## config.mk

```make
export PLATFORM = sky130hd
export DESIGN_NAME = vci_slave
export DESIGN_NICKNAME = d
export VERILOG_FILES = /design/src/common/vci_pkg.sv /design/src/rtl/vci_slave.sv /design/src/rtl/vci_sync.sv
export SDC_FILE = /design/constraint.sdc
export NUM_CORES = 1
export LEC_CHECK = 0
export BUFFER_PORTS_ARGS = -buffer_cell sky130_fd_sc_hd__buf_2
export CORE_ASPECT_RATIO = 1.25
export CORE_UTILIZATION = 49
export DETAILED_ROUTE_END_ITERATION = 6
export PLACE_DENSITY = 0.75
export SETUP_SLACK_MARGIN = 0.4
export SLEW_MARGIN = 20
export SYNTH_ARGS = -nofsm -noshare
export SYNTH_HDL_FRONTEND = slang
export SYNTH_SLANG_ARGS = --single-unit
export TNS_END_PERCENT = 10
```

## constraint.sdc

```tcl
create_clock -name ref_clk_i -period 2.34 [get_ports ref_clk_i]
set_input_delay 0.585 -clock ref_clk_i [delete_from_list [all_inputs] [get_ports ref_clk_i]]
set_output_delay 0.585 -clock ref_clk_i [all_outputs]
set_load 0.05 [all_outputs]
```

## src/common/vci_pkg.sv

```systemverilog
// Shared constants and types for the chained-access VME slave
package vci_pkg;

    // ************************************************************
    // Register offsets
    // ************************************************************
    localparam logic [15:0] OFS_GEO = 16'h1002;
    localparam logic [15:0] OFS_CBASE = 16'h1004;
    localparam logic [15:0] OFS_IRQ_LEVEL = 16'h100A;
    localparam logic [15:0] OFS_IRQ_VECTOR = 16'h100C;
    localparam logic [15:0] OFS_CHAIN_CTRL = 16'h101A;
    localparam logic [15:0] OFS_EVT_TRIG = 16'h1020;
    localparam logic [15:0] OBUF_LIMIT = 16'h0800;

    // ************************************************************
    // Reset values
    // ************************************************************
    localparam logic [7:0] CBASE_RST = 8'hAA;
    localparam logic [4:0] GEO_RST = 5'h00;
    localparam logic [2:0] IRQ_LEVEL_RST = 3'h0;
    localparam logic [7:0] IRQ_VECTOR_RST = 8'h00;
    localparam logic [15:0] EVT_TRIG_RST = 16'h0000;
    localparam logic [1:0] CHAIN_CTRL_RST = 2'h0;

    // ************************************************************
    // Address modifiers and field layout
    // ************************************************************
    localparam logic [5:0] AM_CBLT_SUP = 6'h0F;
    localparam logic [5:0] AM_CBLT_USR = 6'h0B;
    localparam logic [5:0] AM_MCST_SUP = 6'h0D;
    localparam logic [5:0] AM_MCST_USR = 6'h09;
    localparam int CHAIN_SEL_MSB = 31;
    localparam int CHAIN_SEL_LSB = 24;
    localparam int CHAIN_ZERO_MSB = 23;
    localparam int CHAIN_ZERO_LSB = 16;
    localparam int GEO_MSB = 31;
    localparam int GEO_LSB = 27;
    localparam logic [1:0] POS_INACTIVE = 2'h0;
    localparam logic [1:0] POS_LAST = 2'h1;
    localparam logic [1:0] POS_FIRST = 2'h2;

    // ************************************************************
    // Types
    // ************************************************************
    typedef enum {VCI_AM_OTHER, VCI_AM_MCST, VCI_AM_CBLT} vci_am_kind_t;
    typedef enum {ST_IDLE, ST_TOKEN_WAIT, ST_BEAT_WAIT, ST_BEAT_END, ST_PASS, ST_END_WAIT} vci_state_t;

endpackage

```

## src/rtl/vci_slave.sv

```systemverilog
// VME slave with multicast write, chained readout and release-on-access interrupter
`timescale 1ns/1ps
module vci_slave #(
    parameter int CNT_W = 6
) (
    // Clock and reset
    input wire logic ref_clk_i,
    input wire logic srst_i,
    // VME inputs
    input wire logic [31:1] vme_addr_i,
    input wire logic [5:0] vme_am_i,
    input wire logic vme_as_n_i,
    input wire logic vme_ds0_n_i,
    input wire logic vme_ds1_n_i,
    input wire logic vme_write_n_i,
    input wire logic vme_lword_n_i,
    input wire logic vme_iack_n_i,
    input wire logic vme_iackin_n_i,
    input wire logic [31:0] vme_data_i,
    // VME outputs
    output logic [31:0] vme_data_o,
    output logic vme_data_oe_n_o,
    output logic vme_dtack_n_o,
    output logic vme_berr_n_o,
    output logic vme_iackout_n_o,
    output logic [7:1] vme_irq_n_o,
    // Board side
    input wire logic base_hit_i,
    input wire logic [CNT_W-1:0] evt_count_i,
    input wire logic [31:0] obuf_data_i,
    input wire logic obuf_tag_i,
    input wire logic obuf_empty_i,
    output logic obuf_rd_o
);

    // ************************************************************
    // Pin synchronisation
    // ************************************************************
    localparam int SW = 76;
    localparam logic [SW-1:0] SYNC_RST = {7'h7F, 69'h0};

    logic [SW-1:0] raw_w;
    logic [SW-1:0] sync_w;
    logic as_s, ds_s, wr_s, lw_s, iack_s, iackin_s;
    logic [31:1] addr_s;
    logic [5:0] am_s;
    logic [31:0] dat_s;

    assign raw_w = {vme_as_n_i, vme_ds0_n_i, vme_ds1_n_i, vme_write_n_i, vme_lword_n_i,
                    vme_iack_n_i, vme_iackin_n_i, vme_addr_i, vme_am_i, vme_data_i};

    vci_sync #(.W(SW), .RST(SYNC_RST)) u_sync (
        .ref_clk_i(ref_clk_i),
        .srst_i(srst_i),
        .d_i(raw_w),
        .q_o(sync_w)
    );

    assign as_s = ~sync_w[75];
    assign ds_s = ~(sync_w[74] & sync_w[73]);
    assign wr_s = ~sync_w[72];
    assign lw_s = ~sync_w[71];
    assign iack_s = ~sync_w[70];
    assign iackin_s = ~sync_w[69];
    assign addr_s = sync_w[68:38];
    assign am_s = sync_w[37:32];
    assign dat_s = sync_w[31:0];

    // ************************************************************
    // Decoding
    // ************************************************************
    function automatic vci_pkg::vci_am_kind_t am_kind(input logic [5:0] am);
        if (am == vci_pkg::AM_CBLT_SUP || am == vci_pkg::AM_CBLT_USR) begin
            return vci_pkg::VCI_AM_CBLT;
        end else if (am == vci_pkg::AM_MCST_SUP || am == vci_pkg::AM_MCST_USR) begin
            return vci_pkg::VCI_AM_MCST;
        end else begin
            return vci_pkg::VCI_AM_OTHER;
        end
    endfunction

    function automatic logic reg_known(input logic [15:0] ofs);
        return ofs == vci_pkg::OFS_GEO || ofs == vci_pkg::OFS_CBASE ||
               ofs == vci_pkg::OFS_IRQ_LEVEL || ofs == vci_pkg::OFS_IRQ_VECTOR ||
               ofs == vci_pkg::OFS_CHAIN_CTRL || ofs == vci_pkg::OFS_EVT_TRIG;
    endfunction

    vci_pkg::vci_state_t st_q;
    vci_pkg::vci_am_kind_t kind_w;
    logic [7:0] cbase_q;
    logic [4:0] geo_q;
    logic [2:0] lvl_q;
    logic [7:0] vec_q;
    logic [15:0] trig_q;
    logic [1:0] ctrl_q;
    logic [15:0] ofs_w;
    logic chain_hit_w, chain_on_w, obuf_sel_w, is_first_w, is_last_w;
    logic mcst_ok_w, cblt_ok_w, base_reg_w, reg_wr_w, idle_cyc_w;

    assign ofs_w = {addr_s[15:1], 1'b0};
    assign kind_w = am_kind(am_s);
    assign chain_hit_w = (addr_s[vci_pkg::CHAIN_SEL_MSB:vci_pkg::CHAIN_SEL_LSB] == cbase_q) &&
                         (addr_s[vci_pkg::CHAIN_ZERO_MSB:vci_pkg::CHAIN_ZERO_LSB] == 8'h00);
    assign chain_on_w = ctrl_q != vci_pkg::POS_INACTIVE;
    assign is_first_w = ctrl_q == vci_pkg::POS_FIRST;
    assign is_last_w = ctrl_q == vci_pkg::POS_LAST;
    assign obuf_sel_w = ofs_w < vci_pkg::OBUF_LIMIT;
    assign idle_cyc_w = st_q == vci_pkg::ST_IDLE && as_s && ds_s && !iack_s;

    // Other chains' addresses miss here, so boards stay silent
    assign mcst_ok_w = chain_hit_w && chain_on_w && kind_w == vci_pkg::VCI_AM_MCST &&
                       wr_s && !lw_s && reg_known(ofs_w);
    assign cblt_ok_w = chain_hit_w && chain_on_w && kind_w == vci_pkg::VCI_AM_CBLT &&
                       !wr_s && lw_s && obuf_sel_w;
    assign base_reg_w = base_hit_i && !lw_s && reg_known(ofs_w);
    // Every active board stores a multicast write at once
    assign reg_wr_w = idle_cyc_w && wr_s && (mcst_ok_w || base_reg_w);

    // ************************************************************
    // Registers
    // ************************************************************
    always_ff @(posedge ref_clk_i) begin
        if (srst_i) begin
            cbase_q <= vci_pkg::CBASE_RST;
            geo_q <= vci_pkg::GEO_RST;
            lvl_q <= vci_pkg::IRQ_LEVEL_RST;
            vec_q <= vci_pkg::IRQ_VECTOR_RST;
            trig_q <= vci_pkg::EVT_TRIG_RST;
            ctrl_q <= vci_pkg::CHAIN_CTRL_RST;
        end else if (reg_wr_w) begin
            if (ofs_w == vci_pkg::OFS_GEO) begin
                geo_q <= dat_s[4:0];
            end else if (ofs_w == vci_pkg::OFS_CBASE) begin
                cbase_q <= dat_s[7:0];
            end else if (ofs_w == vci_pkg::OFS_IRQ_LEVEL) begin
                lvl_q <= dat_s[2:0];
            end else if (ofs_w == vci_pkg::OFS_IRQ_VECTOR) begin
                vec_q <= dat_s[7:0];
            end else if (ofs_w == vci_pkg::OFS_CHAIN_CTRL) begin
                ctrl_q <= dat_s[1:0];
            end else if (ofs_w == vci_pkg::OFS_EVT_TRIG) begin
                trig_q <= dat_s[15:0];
            end
        end
    end

    logic [15:0] rd_mux_w;

    always_comb begin
        if (ofs_w == vci_pkg::OFS_GEO) begin
            rd_mux_w = {11'h000, geo_q};
        end else if (ofs_w == vci_pkg::OFS_CBASE) begin
            rd_mux_w = {8'h00, cbase_q};
        end else if (ofs_w == vci_pkg::OFS_IRQ_LEVEL) begin
            rd_mux_w = {13'h0000, lvl_q};
        end else if (ofs_w == vci_pkg::OFS_IRQ_VECTOR) begin
            rd_mux_w = {8'h00, vec_q};
        end else if (ofs_w == vci_pkg::OFS_CHAIN_CTRL) begin
            rd_mux_w = {14'h0000, ctrl_q};
        end else begin
            rd_mux_w = trig_q;
        end
    end

    // ************************************************************
    // Interrupter
    // ************************************************************
    logic irq_q;
    logic [15:0] cnt_ext_w;

    assign cnt_ext_w = 16'(evt_count_i);

    // Release on access: draining the buffer below the trigger, or a zero level or trigger, drops the request
    always_ff @(posedge ref_clk_i) begin
        if (srst_i) begin
            irq_q <= 1'b0;
        end else if (lvl_q == 3'h0 || trig_q == 16'h0000) begin
            irq_q <= 1'b0;
        end else if (cnt_ext_w == trig_q) begin
            irq_q <= 1'b1;
        end else if (cnt_ext_w < trig_q) begin
            irq_q <= 1'b0;
        end
    end

    for (genvar i = 1; i <= 7; i++) begin : g_irq
        assign vme_irq_n_o[i] = ~(irq_q && lvl_q == 3'(i));
    end

    // ************************************************************
    // Bus cycle machine
    // ************************************************************
    logic dtack_q, berr_q, oe_q, iackout_q, rd_q;
    logic burst_q, chain_q, token_q, iackcyc_q;
    logic [31:0] data_q;
    logic [5:0] cyc_am_q;
    logic [31:0] obuf_word_w;

    // Slot id replaces the top bits of tagged words
    assign obuf_word_w = obuf_tag_i ? {geo_q, obuf_data_i[vci_pkg::GEO_LSB-1:0]} : obuf_data_i;

    always_ff @(posedge ref_clk_i) begin
        if (srst_i) begin
            st_q <= vci_pkg::ST_IDLE;
            dtack_q <= 1'b0;
            berr_q <= 1'b0;
            oe_q <= 1'b0;
            iackout_q <= 1'b0;
            rd_q <= 1'b0;
            burst_q <= 1'b0;
            chain_q <= 1'b0;
            token_q <= 1'b0;
            iackcyc_q <= 1'b0;
            data_q <= 32'h0000_0000;
            cyc_am_q <= 6'h00;
        end else begin
            rd_q <= 1'b0;
            case (st_q)
                vci_pkg::ST_IDLE: begin
                    burst_q <= 1'b0;
                    chain_q <= 1'b0;
                    token_q <= 1'b0;
                    iackcyc_q <= 1'b0;
                    if (as_s && iack_s && iackin_s) begin
                        iackcyc_q <= 1'b1;
                        if (!(irq_q && addr_s[3:1] == lvl_q)) begin
                            iackout_q <= 1'b1;
                            st_q <= vci_pkg::ST_PASS;
                        end else if (ds_s) begin
                            data_q <= {24'h00_0000, vec_q};
                            oe_q <= 1'b1;
                            dtack_q <= 1'b1;
                            st_q <= vci_pkg::ST_BEAT_END;
                        end
                    end else if (idle_cyc_w) begin
                        cyc_am_q <= am_s;
                        if (mcst_ok_w || cblt_ok_w) begin
                            chain_q <= 1'b1;
                            burst_q <= cblt_ok_w;
                            st_q <= vci_pkg::ST_TOKEN_WAIT;
                        end else if (base_reg_w) begin
                            data_q <= wr_s ? 32'h0000_0000 : {16'h0000, rd_mux_w};
                            oe_q <= !wr_s;
                            dtack_q <= 1'b1;
                            st_q <= vci_pkg::ST_BEAT_END;
                        end else if (base_hit_i && lw_s && !wr_s && obuf_sel_w) begin
                            burst_q <= 1'b1;
                            st_q <= vci_pkg::ST_BEAT_WAIT;
                        end else begin
                            // Unsupported access: no answer, master times out
                            st_q <= vci_pkg::ST_END_WAIT;
                        end
                    end
                end
                vci_pkg::ST_TOKEN_WAIT: begin
                    if (!as_s) begin
                        st_q <= vci_pkg::ST_IDLE;
                    end else if (is_first_w || iackin_s) begin
                        token_q <= 1'b1;
                        if (burst_q) begin
                            st_q <= vci_pkg::ST_BEAT_WAIT;
                        end else if (is_last_w) begin
                            dtack_q <= 1'b1;
                            st_q <= vci_pkg::ST_BEAT_END;
                        end else begin
                            iackout_q <= 1'b1;
                            st_q <= vci_pkg::ST_PASS;
                        end
                    end
                end
                vci_pkg::ST_BEAT_WAIT: begin
                    if (!as_s) begin
                        st_q <= vci_pkg::ST_IDLE;
                    end else if (ds_s) begin
                        if (!obuf_empty_i) begin
                            data_q <= obuf_word_w;
                            rd_q <= 1'b1;
                            oe_q <= 1'b1;
                            dtack_q <= 1'b1;
                            st_q <= vci_pkg::ST_BEAT_END;
                        end else if (!chain_q || is_last_w) begin
                            // Last board ends the chained readout
                            berr_q <= 1'b1;
                            st_q <= vci_pkg::ST_BEAT_END;
                        end else begin
                            iackout_q <= 1'b1;
                            st_q <= vci_pkg::ST_PASS;
                        end
                    end
                end
                vci_pkg::ST_BEAT_END: begin
                    if (!ds_s) begin
                        dtack_q <= 1'b0;
                        berr_q <= 1'b0;
                        oe_q <= 1'b0;
                        st_q <= (burst_q && !berr_q) ? vci_pkg::ST_BEAT_WAIT : vci_pkg::ST_END_WAIT;
                    end
                end
                vci_pkg::ST_PASS: begin
                    if (!as_s) begin
                        iackout_q <= 1'b0;
                        st_q <= vci_pkg::ST_IDLE;
                    end
                end
                default: begin
                    if (!as_s) begin
                        st_q <= vci_pkg::ST_IDLE;
                    end
                end
            endcase
        end
    end

    assign vme_data_o = data_q;
    assign vme_data_oe_n_o = ~oe_q;
    assign vme_dtack_n_o = ~dtack_q;
    assign vme_berr_n_o = ~berr_q;
    assign vme_iackout_n_o = ~iackout_q;
    assign obuf_rd_o = rd_q;
endmodule

```

## src/rtl/vci_sync.sv

```systemverilog
// Two-flop synchroniser for a bundle of asynchronous pin inputs
`timescale 1ns/1ps
module vci_sync #(
    parameter int W = 8,
    parameter logic [W-1:0] RST = '0
) (
    // Clock and reset
    input wire logic ref_clk_i,
    input wire logic srst_i,
    // Data
    input wire logic [W-1:0] d_i,
    output logic [W-1:0] q_o
);

    logic [W-1:0] meta_q;

    // First stage feeds the second stage only
    always_ff @(posedge ref_clk_i) begin
        if (srst_i) begin
            meta_q <= RST;
            q_o <= RST;
        end else begin
            meta_q <= d_i;
            q_o <= meta_q;
        end
    end

endmodule

```

=== Yosys cells after proc, flatten, opt, wreduce, memory -nomap -nowiden ===
Index checks and enable logic that the tools add are counted.

* Register bits: 266
* Latch bits: 0
* RAM bits: 0
* Memory bits (read-only): 0
* Input port bits: 119
* Output and inout port bits: 44
* Logic and storage cells: 253
* Memories kept: 0

* $add $sub $neg: 0
* Multipliers: 0
* Div/mod/pow operators: 0
* Magnitude comparators: 2
* Equality and inequality tests: 51
* Shift operators: 0
* Multiplexer cells: 86
* Bitwise gates (word level): 24
* Reductions and logical operators: 72

{| class="wikitable"
|+ Operator list
! operator !! count
|-
| 32-bit two-way mux || 21
|-
| 32-bit case mux with 4 select lines || 1
|-
| 32-bit by 2-bit equality test with 1-bit output (second input constant) || 3
|-
| 16-bit two-way mux || 6
|-
| 15-bit by 12-bit equality test with 1-bit output (second input constant) || 6
|-
| 32-bit by 3-bit equality test with 1-bit output (second input constant) || 2
|-
| 32-bit zero test || 2
|-
| 32-bit case mux with 2 select lines || 1
|-
| 1-bit two-way mux || 45
|-
| 32-bit by 1-bit equality test with 1-bit output (second input constant) || 1
|-
| 1-bit logical AND || 31
|-
| 2-bit != test (second input constant) || 14
|-
| 6-bit by 4-bit equality test with 1-bit output (second input constant) || 4
|-
| 3-bit two-way mux || 8
|-
| 1-bit inverter || 23
|-
| 6-bit AND reduction || 3
|-
| 6-bit by 16-bit equality test with 1-bit output || 1
|-
| 16-bit zero test || 1
|-
| 16-bit by 12-bit less-than comparator with 1-bit output (second input constant) || 1
|-
| 6-bit by 16-bit less-than comparator with 1-bit output || 1
|-
| 3-bit != test (second input constant) || 5
|-
| 14-bit AND reduction || 1
|-
| 3-bit equality test (second input constant) || 4
|-
| 1-bit logical OR || 12
|-
| 30 further kinds || 38
|}

=== Logic depth before layout (Yosys ltp) ===
Gate-level depths: netlist (run 1).

* Word-level depth: 14
* Depth in mapped cells: 10
* Mapped depth without buffers: 8

=== Cells and area by module ===
Synthesis (run 1) repeated with hierarchy kept, for this count alone.

* Cells, all modules: 920
* Area, all modules: 9061.2 µm²

{| class="wikitable"
|+ By module, submodules not included
! module !! instances !! cells an instance !! area each (µm²) !! seq. area each (µm²)
|-
| vci_slave || 1 || 600 || 4993.5 || 1701.6
|-
| vci_sync || 1 || 320 || 4067.7 || 3042.9
|}

=== Least setup slack after synthesis (run 1) ===
No wires, ideal clock.

* Path type: reg2reg
* From: register u_sync.q_o[57]
* To: register trig_q[5]
* Library setup time: 0.128 ns
* Arrival: 2.270 ns
* Data required time: 2.212 ns
* Slack: -0.058 ns
* Stages on the path, launching flop included: 9
* Path buffers: 1
* Clock period less this slack: 2.398 ns
* Path through: dfxtp_1 -> nor4b_2 -> o2111ai_1 -> nor4_1 -> o2111ai_4 -> nor4_4 -> buf_6 -> mux2i_1 -> nor2_1

* Longest elaborated chain between the ends: 10

{| class="wikitable"
|+ Ends and longest elaborated chain
! element !! line !! text
|-
| start, declared || vci_sync.sv:12 || <nowiki>output logic [W-1:0] q_o</nowiki>
|-
| start signal, assigned || vci_sync.sv:24 || <nowiki>q_o <= meta_q;</nowiki>
|-
| 8-bit zero test || vci_slave.sv:103 || <nowiki>(addr_s[vci_pkg::CHAIN_ZERO_MSB:vci_pkg::CHAIN_ZERO_LSB] == 8'h00);</nowiki>
|-
| 1-bit logical AND || vci_slave.sv:102 || <nowiki>assign chain_hit_w = (addr_s[vci_pkg::CHAIN_SEL_MSB:vci_pkg::CHAIN_SEL_LSB] == cbase_q) &&</nowiki>
|-
| 1-bit logical AND (3 in series) || vci_slave.sv:111 || <nowiki>assign mcst_ok_w = chain_hit_w && chain_on_w && kind_w == vci_pkg::VCI_AM_MCST &&</nowiki>
|-
| 1-bit logical AND (2 in series) || vci_slave.sv:112 || <nowiki>wr_s && !lw_s && reg_known(ofs_w);</nowiki>
|-
| 1-bit logical OR || vci_slave.sv:117 || <nowiki>assign reg_wr_w = idle_cyc_w && wr_s && (mcst_ok_w || base_reg_w);</nowiki>
|-
| 1-bit logical AND || vci_slave.sv:117 ||
|-
| 7-bit AND reduction (no line) || -- ||
|-
| end signal, assigned || vci_slave.sv:128 || <nowiki>trig_q <= vci_pkg::EVT_TRIG_RST;</nowiki>
|-
| end signal, assigned || vci_slave.sv:142 || <nowiki>trig_q <= dat_s[15:0];</nowiki>
|-
| end, declared || vci_slave.sv:94 || <nowiki>logic [15:0] trig_q;</nowiki>
|}

Every way passes these cells.
A chain may end at the register's enable or synchronous reset.

=== Worst setup path in the final report (run 1) ===
* From: register u_sync.q_o[51]
* To: register data_q[14], in the netlist vme_data_o[14]

* Longest elaborated chain between the ends: 12
* Elaborated cells on any way between the ends: 30
* Those cells by class: order compare: 1; eq/ne: 8; mux: 11; reduce/logical: 10

{| class="wikitable"
|+ Ends and longest elaborated chain
! element !! line !! text
|-
| 15-bit by 12-bit equality test with 1-bit output || vci_slave.sv:85, vci_slave.sv:158 ||
|-
| 16-bit two-way mux || vci_slave.sv:158 || <nowiki>end else if (ofs_w == vci_pkg::OFS_CHAIN_CTRL) begin</nowiki>
|-
| 16-bit two-way mux || vci_slave.sv:156 || <nowiki>end else if (ofs_w == vci_pkg::OFS_IRQ_VECTOR) begin</nowiki>
|-
| 16-bit two-way mux || vci_slave.sv:154 || <nowiki>end else if (ofs_w == vci_pkg::OFS_IRQ_LEVEL) begin</nowiki>
|-
| 16-bit two-way mux || vci_slave.sv:152 || <nowiki>end else if (ofs_w == vci_pkg::OFS_CBASE) begin</nowiki>
|-
| 16-bit two-way mux || vci_slave.sv:150 || <nowiki>if (ofs_w == vci_pkg::OFS_GEO) begin</nowiki>
|-
| 16-bit two-way mux || vci_slave.sv:242 || <nowiki>data_q <= wr_s ? 32'h0000_0000 : {16'h0000, rd_mux_w};</nowiki>
|-
| 32-bit two-way mux || vci_slave.sv:241 || <nowiki>end else if (base_reg_w) begin</nowiki>
|-
| 32-bit two-way mux || vci_slave.sv:237 || <nowiki>if (mcst_ok_w || cblt_ok_w) begin</nowiki>
|-
| 32-bit two-way mux || vci_slave.sv:235 || <nowiki>end else if (idle_cyc_w) begin</nowiki>
|-
| 32-bit two-way mux || vci_slave.sv:224 || <nowiki>if (as_s && iack_s && iackin_s) begin</nowiki>
|-
| 32-bit case mux with 2 select lines || vci_slave.sv:218 || <nowiki>case (st_q)</nowiki>
|-
| end signal, assigned || vci_slave.sv:230 || <nowiki>data_q <= {24'h00_0000, vec_q};</nowiki>
|-
| end signal, assigned || vci_slave.sv:242 ||
|-
| end signal, assigned || vci_slave.sv:276 || <nowiki>data_q <= obuf_word_w;</nowiki>
|-
| end, declared || vci_slave.sv:195 || <nowiki>logic [31:0] data_q;</nowiki>
|}

Parallel ways exist; a longest one is shown, timed or not. The select of a mux whose other input is x is not followed.

==> results of run 1 <==
-- worst reg2reg max path: stages (launching register included) --
cell and delay, ns:
dfxtp_2 0.32, or4_4 0.56, or3_4 0.40, nor3_4 0.25, nor4_1 0.12, buf_4 0.20, a221oi_2 0.27, nor3_1 0.09
-- cell type report --
type / count / area (um2) / share of cell area, %
repair buffers: 241 / 1680 / 15.5
clock inverters: 7 / 40.0 / 0.371
inverters: 19 / 71.3 / 0.660
clock buffers: 28 / 582 / 5.39
multi-input cells: 579 / 4080 / 37.8
well taps: 216 / 270 / 2.50
flip-flops and latches: 203 / 4080 / 37.8
-- metrics by stage --
stage	hold WS (ns)	setup slack, ns	setup TNS, ns	std cells
floorplan	0.389	-0.0512	-0.584	848
global placement	0.394	-0.0446	-0.423	1244
detailed placement	0.397	-0.0863	-1.74	1244
CTS	0.261	0.0416	0	1290
global route	0.256	-0.100	-0.810	1293
finish	0.267	0.00814	0	1293
-- worst min path at each step --
| stage | slack, ns | depth (start not counted) | to |
|---|---|---|---|
| after floorplan | 0.39 | 1 | u_sync.q_o[69] |
| after global placement | 0.39 | 1 | u_sync.q_o[73] |
| after detailed placement | 0.40 | 1 | u_sync.q_o[74] |
| after CTS | 0.26 | 2 | u_sync.meta_q[75] |
| after global routing | 0.26 | 2 | u_sync.meta_q[75] |
| final | 0.27 | 2 | u_sync.meta_q[75] |
-- sequential cells by signal, indices dropped and copies added, names as in the netlist, 3 cells and up --
| signal | cells |
|---|---|
| geo_q | 5 |
| u_sync.meta_q | 59 |
| lvl_q | 3 |
| cbase_q | 8 |
| trig_q | 16 |
| vec_q | 8 |
| u_sync.q_o | 59 |
| vme_data_o | 32 |
| st_q | 3 |
-- metal layers --
layer  GRT usage [%]  vias to the layer above  routed length (um)
met3            4.22                       73                1190
li1                -                     3388                   -
met5               0                        -                   0
met4            8.35                        0                 797
met1            28.0                     3203                8330
met2            39.4                      253               10100
-- what timing repair did --
item,in CTS,in global routing
endpoints found under the setup margin,88,90
setup buffers,10,3
gates resized for setup,27,95
pin swaps,13,35
gates cloned,1,0
-- where the power goes --
part           total [mW]  internal, mW  switching [mW]
sequential           3.61          3.56          0.0543
clock                3.03          1.74            1.29
combinational       0.455         0.226           0.229
total                7.09          5.52            1.58
-- placed cells by master (no fill, tap or decap), types with 4 or more instances in the layout --
master | netlist | final
a21o_1 | 5 | 4
a21oi_1 | 39 | 36
a221oi_1 | 13 | 4
a221oi_2 | 0 | 9
a311oi_1 | 5 | 5
buf_12 | 0 | 8
buf_2 | 6 | 137
buf_4 | 0 | 75
buf_6 | 1 | 16
buf_8 | 0 | 4
clkbuf_1 | 40 | 4
clkbuf_16 | 0 | 21
clkinv_2 | 0 | 5
dfxtp_1 | 203 | 192
dfxtp_2 | 0 | 11
ha_1 | 6 | 6
inv_1 | 19 | 19
mux2_2 | 9 | 9
mux2i_1 | 36 | 36
nand2_1 | 60 | 59
nand3_1 | 31 | 26
nand3_2 | 0 | 4
nand3b_1 | 4 | 4
nand4_1 | 12 | 12
nor2_1 | 78 | 69
nor2_2 | 0 | 6
nor2_4 | 1 | 4
nor2b_1 | 114 | 111
nor3_1 | 21 | 17
nor3_4 | 2 | 4
nor4_1 | 11 | 6
nor4_4 | 4 | 7
o21ai_0 | 23 | 19
or2_2 | 15 | 15
xnor2_1 | 11 | 11
-- kinds of logic (layout without fill, tap and decap cells) --
| logic type | Yosys count | in the layout | share of synthesized area (%) |
|---|---|---|---|
| buffers and inverters | 66 | 295 | 3.27 |
| DFF | 203 | 203 | 50.5 |
| muxes | 45 | 45 | 5.74 |
| AOI/OAI and AO/OA | 137 | 137 | 11.8 |
| xor gates and xnor gates | 12 | 12 | 1.31 |
| adders and majority gates | 6 | 6 | 0.933 |
| and+or+nand+nor | 379 | 379 | 26.4 |
==> run metrics, run 1 <==
gr ovfl total=0; Final setup violation count=0; fill cell count=1298; Synth area leader=dfxtp_1; Setup crit start=u_sync.q_o[51]; Max Freq=429 MHz; R2R cell count=7; Cell Area, Placed=between 9000 and 10000 um2; clock latency on the worst-skew pair=between 0.4 and 0.5 ns; Synth top cells by count=203 x dfxtp_1, 114 x nor2b_1, 78 x nor2_1; total power per unit cell area=657 nW/um2; Worst IR Drop VDD=between 0.0005 and 0.0006 V; status=finished clean; First-pass DRT Iterations=5; CP bufs+invs=1; final wirelength=20400 um; Rows=52; Synth warnings=0; RSZ-0062 raised after global routing=true; most numerous cell in the Yosys netlist=dfxtp_1; Post-CTS Hold Buffers=0; cell area after layout=approximately 11000 um2; slowest CP cell=or4_4; critical path depth=7; R2R Setup Slk=roughly 0.008 ns; DR WL/cell=15.8 um; required time worst endpoint=2.70 ns; I/O Pins=approximately 160; source of the worst hold timing path=vme_as_n_i; register area share after synthesis=50.5%; delay-heaviest family, CP=simple AND/OR/NAND/NOR gates; GRT Total Usage=22.9%; area share of the largest cell type after synthesis=between 50% and 60%; MaxCap Viol Count=0; CTS Root Cell=clkbuf_16; minimum clock period=2.33 ns; CP Class=reg2reg; Min-Delay Path Class=in2reg; Critical Path Max Stage Delay=roughly 0.56 ns; Critical Path End Type=register; DP HPWL=13900 um; count of different cell masters after synthesis=around 70; crit-path cells=or4_4 > or3_4 > nor3_4 > nor4_1 > buf_4 > a221oi_2 > nor3_1; post-layout total power=approximately 7.1 mW; Async SR Flop Fraction=0%; Initial Util=49.8%; Synth Instances=~850; drt via density=around 5.3; pin count of the biggest net entering global routing=129; clock buffer count from CTS=20; Synth Register Bits=between 200 and 250; DRT iter0 DRCs=roughly 520; DR vias=roughly 6900; die area=approximately 17000 um2; ys flop type=dfxtp_1; Final GP Congestion=0.911; # diodes=0; RR Endpoint=vme_data_o[14]; crit share post-route=about 100%; top cells by area, synth=dfxtp_1 51%, nor2b_1 8.9%, mux2i_1 4.5%; Mean Syn Cell Area=around 9.5 um2; worst-path fanout max=8; crit path to=vme_data_o[14]; initial antenna violation count=0; pin slew with the least headroom to its limit=a little under 0.5 ns; Leak=4.30 nW; final hold viol count=0; area growth from synthesis to layout=34.3%; H-Tree Depth=1; Core ar.=between 15000 and 20000 um2; fraction of layout cells with a size suffix above 1=between 30% and 40%; worst clock skew=between 0.01 and 0.015 ns; die width=~120 um; Net Count, Synth=approximately 1000; CTS tree=yes; Final Max Tran Viols=0; Clock Tree Buf Depth=3; utilization after layout=66.9%; Rel. slew slack=roughly 67%; nets@finish=roughly 1200; Critical Path AT=roughly 2.7 ns; Synth Cell Area=around 8000 um2; EDFF count, synth=0; drt drc=0; clock slew seen by the registers of the worst setup and hold paths=about 0.06 ns; vias in the first global route=between 6000 and 7000; CTS sink count=203; ANT nets after route=0; first-pass GRT wire length=around 31000 um; die height=145 um; # port buffers=between 100 and 150; Critical Path Source Type=register; worst r2r src=u_sync.q_o[51]
Power figures use the tool's default switching activity.
==> run 2: changes to the inputs <==
--- a/config.mk
+++ b/config.mk
@@ -5,11 +5,13 @@
 export SDC_FILE = /design/constraint.sdc
 export NUM_CORES = 1
 export LEC_CHECK = 0
+export ABC_AREA = 1
 export BUFFER_PORTS_ARGS = -buffer_cell sky130_fd_sc_hd__buf_2
+export CAP_MARGIN = 30
 export CORE_ASPECT_RATIO = 1.25
-export CORE_UTILIZATION = 49
+export CORE_UTILIZATION = 50
 export DETAILED_ROUTE_END_ITERATION = 6
-export PLACE_DENSITY = 0.75
+export PLACE_DENSITY = 0.76
 export SETUP_SLACK_MARGIN = 0.4
 export SLEW_MARGIN = 20
 export SYNTH_ARGS = -nofsm -noshare
==> run 2 against run 1 <==
Wire length is 4.5% higher; area after synthesis grew 8.9%; highest routed layer unchanged; sequential cell count unchanged; first-iteration DRC count grew 0.19%; die area is 6.6% higher; global-route usage decreased by 1.3 points; sequential power up 6.4%; sequential share of layout area decreased by 1.0 points; clock power increased by 5%; synthesized cell count increased by 48%; non-clock buffer count is 44 lower; worst hold slack improved by 0.011 ns.
==> run metrics, run 2 <==
Initial Util=51.6% (+1.7 points); Mean Syn Cell Area=6.95 um2 (-27%); Max Freq=477 MHz (+11%); Rows=53 (+1.9%); Synth warnings=0 (unchanged); Synth area leader=dfxtp_1; Min-Delay Path Class=in2reg; DR WL/cell=12.8 um (-19%); total power per unit cell area=801 nW/um2 (+22%); crit-path cells=buf_4 > nand2_2 > nand2_1 > nor2_1 > nand2_1 > nor2_2 > nand3_2 > inv_2 > nand2_4 > nand2_4 > nand4_4 > clkbuf_16 > o21bai_1 > nand2_1 > nor2_1; CTS sink count=203 (unchanged); worst-path fanout max=12 (+4); most common cell after layout, fill and taps aside=nand2_1; ys flop type=dfxtp_1; pin slew with the least headroom to its limit=0.564 ns (+0.0738 ns); GRT Total Usage=21.6% (-1.3 points); fraction of layout cells with a size suffix above 1=25.1% (-10 points); CP most frequent cell=nand2_1; clock latency on the worst-skew pair=0.49 ns (about the same); DP HPWL=13800 um (-0.30%); CTS Root Cell=clkbuf_16; Critical Path End Type=register; vias in the first global route=6922 (+7.6%); top cells by area, synth=dfxtp_1 46%, nand2_1 12%, nor2_1 11%; register area share after synthesis=46.4% (-4.1 points); R2R Setup Slk=0.25 ns (+0.24 ns); drt drc=0 (unchanged); area share of the largest cell type after synthesis=46.4% (-4.1 points); Critical Path AT=2.52 ns (-0.17 ns); Hold WS=0.278 ns (+0.0115 ns); Core ar.=17000 um2 (+5.2%); cell area after layout=11200 um2 (+3.3%); Final GP Congestion=0.905 (-0.60%); final wirelength=21400 um (+4.5%); part of the power in registers=43.0% (-7.9 points); RSZ-0062 raised after global routing=true; Leak=5.59 nW (+30%); count of different cell masters after synthesis=40 (-41%); delay-heaviest family, CP=simple AND/OR/NAND/NOR gates; Synth Cell Area=8750 um2 (+8.9%); Worst IR Drop VDD=0.000536 V (-0.13%); pin count of the biggest net entering global routing=104 (-19%); gr ovfl total=0 (unchanged); Net Sw Frac=30.5% (+8.3 points); die height=150 um (+3.2%); crit share post-route=89.5% (-10 points); die area=18000 um2 (+6.6%); H-Tree Depth=1 (unchanged); clock slew seen by the registers of the worst setup and hold paths=0.06 ns (about the same); nets@finish=1558 (+31%); DR vias=8034 (+16%); Clock Tree Buf Depth=3 (unchanged); Setup TNS Final=0 ns (unchanged); net switching power=2.73 mW (+73%); EDFF count, synth=0 (unchanged); DRT iter0 DRCs=516 (+0.19%); drt via density=4.83 (-9.7%); worst clock skew=0.0113 ns (-0.00181 ns); Critical Path Max Stage Delay=0.32 ns (-0.24 ns); Synth Register Bits=203 (unchanged); share of power burned in combinational logic=21.3% (+15 points); initial antenna violation count=0 (unchanged); commonest cells after routing, fill and taps aside=255 x nand2_1, 238 x nor2_1, 220 x inv_1, 186 x dfxtp_1, 137 x buf_2; slowest CP cell=dfxtp_2; Cell Area, Placed=9730 um2 (+1.5%); status=finished clean; Synth Instances=1259 (+48%); clock buffer count from CTS=20 (unchanged); # diodes=0 (unchanged); minimum clock period=2.09 ns (-0.237 ns); required time worst endpoint=2.77 ns (+0.07 ns); Final setup violation count=0 (unchanged); Critical Path Source Type=register; Synth top cells by count=276 x nand2_1, 259 x nor2_1, 232 x inv_1; First-pass DRT Iterations=5 (unchanged); area growth from synthesis to layout=27.4%; first-pass GRT wire length=31900 um (+3.0%); final hold viol count=0 (unchanged); CTS tree=yes; post-layout total power=8.94 mW (+26%); # port buffers=145 (unchanged); most numerous cell in the Yosys netlist=nand2_1; Rel. slew slack=62.3% (-5.0 points); Net Count, Synth=1384 (+42%); Final Max Tran Viols=0 (unchanged); ANT nets after route=0 (unchanged); CP Class=reg2reg; P_int=6.21 mW (+12%); I/O Pins=163 (unchanged); die width=120 um (+3.2%); part of the power in the clock network=35.7% (-7.0 points); CP bufs+invs=3 (+2); Async SR Flop Fraction=0% (unchanged); MaxCap Viol Count=0 (unchanged)
==> run 2: cell count changes in the layout (fill, tap and decap cells not counted), moves of 24 or more <==
cell / delta
nand2_1: +196
buf_4: -39
mux2i_1: -36
o21bai_1: +24
inv_1: +201
nor2_1: +169
nor2b_1: -111
==> run 2: repair_timing <==
action	in CTS	in global routing
hold buffers	0	0
setup endpoints to repair	71	81
buffers inserted	5	16
pin swaps	4	33
gates resized for setup	57	71
gates cloned	0	11
==> run 2: path summary, 6_finish.rpt <==
kind | from | end | depth (start not counted)
max | cbase_q[7] | trig_q[7] | 15
min | vme_ds0_n_i | u_sync.meta_q[74] | 2
max reg2reg | cbase_q[7] | trig_q[7] | 15
min reg2reg | u_sync.meta_q[41] | u_sync.q_o[41] | 2
==> run 2: layout make-up <==
class,instances,area (um2)
Inverter,234,888
Tap cell,220,275
Multi-Input combinational cell,777,3870
Fill cell,1452,5820
Clock inverter,6,68.8
Clock buffer,27,588
Timing Repair Buffer,197,1370
Sequential cell,203,4100
==> run 2: routing by layer <==
metal	vias up	GRT usage, %	wire, um
li1	4136	-	-
met1	3545	27.4	9000
met2	298	37.7	10400
met3	55	2.90	1360
met4	0	7.16	631
met5	-	0	0
==> run 2: power by group through the flow <==
stage | registers (mW) | clock network, mW | logic [mW]
2_1_floorplan | 4.38 | 0 | 0.807
3_3_place_gp | 3.90 | 0 | 1.66
3_5_place_dp | 3.91 | 0 | 1.68
4_1_cts | 3.84 | 3.25 | 1.74
5_1_grt | 3.87 | 3.39 | 2.08
6_report | 3.84 | 3.19 | 1.91
==> run 2: cell families after synthesis <==
family | Yosys count | share of synthesized area [%]
AND/OR/NAND/NOR | 647 | 31.4
buffers and inverters | 279 | 12.6
flip-flops | 203 | 46.4
AO/OA/AOI/OAI | 122 | 8.43
adder cells (fa/ha/maj) | 6 | 0.857
XOR/XNOR | 2 | 0.200
==> run 2: through the flow <==
| step | setup slack [ns] | utilization (%) | instances |
|---|---|---|---|
| floorplan | 0.511 | - | 1259 |
| global placement | 0.173 | 57.3 | 1599 |
| detailed placement | 0.143 | 57.3 | 1599 |
| CTS | 0.369 | 62.4 | 1637 |
| global route | 0.112 | 65.7 | 1664 |
| finish | 0.246 | 65.7 | 1664 |
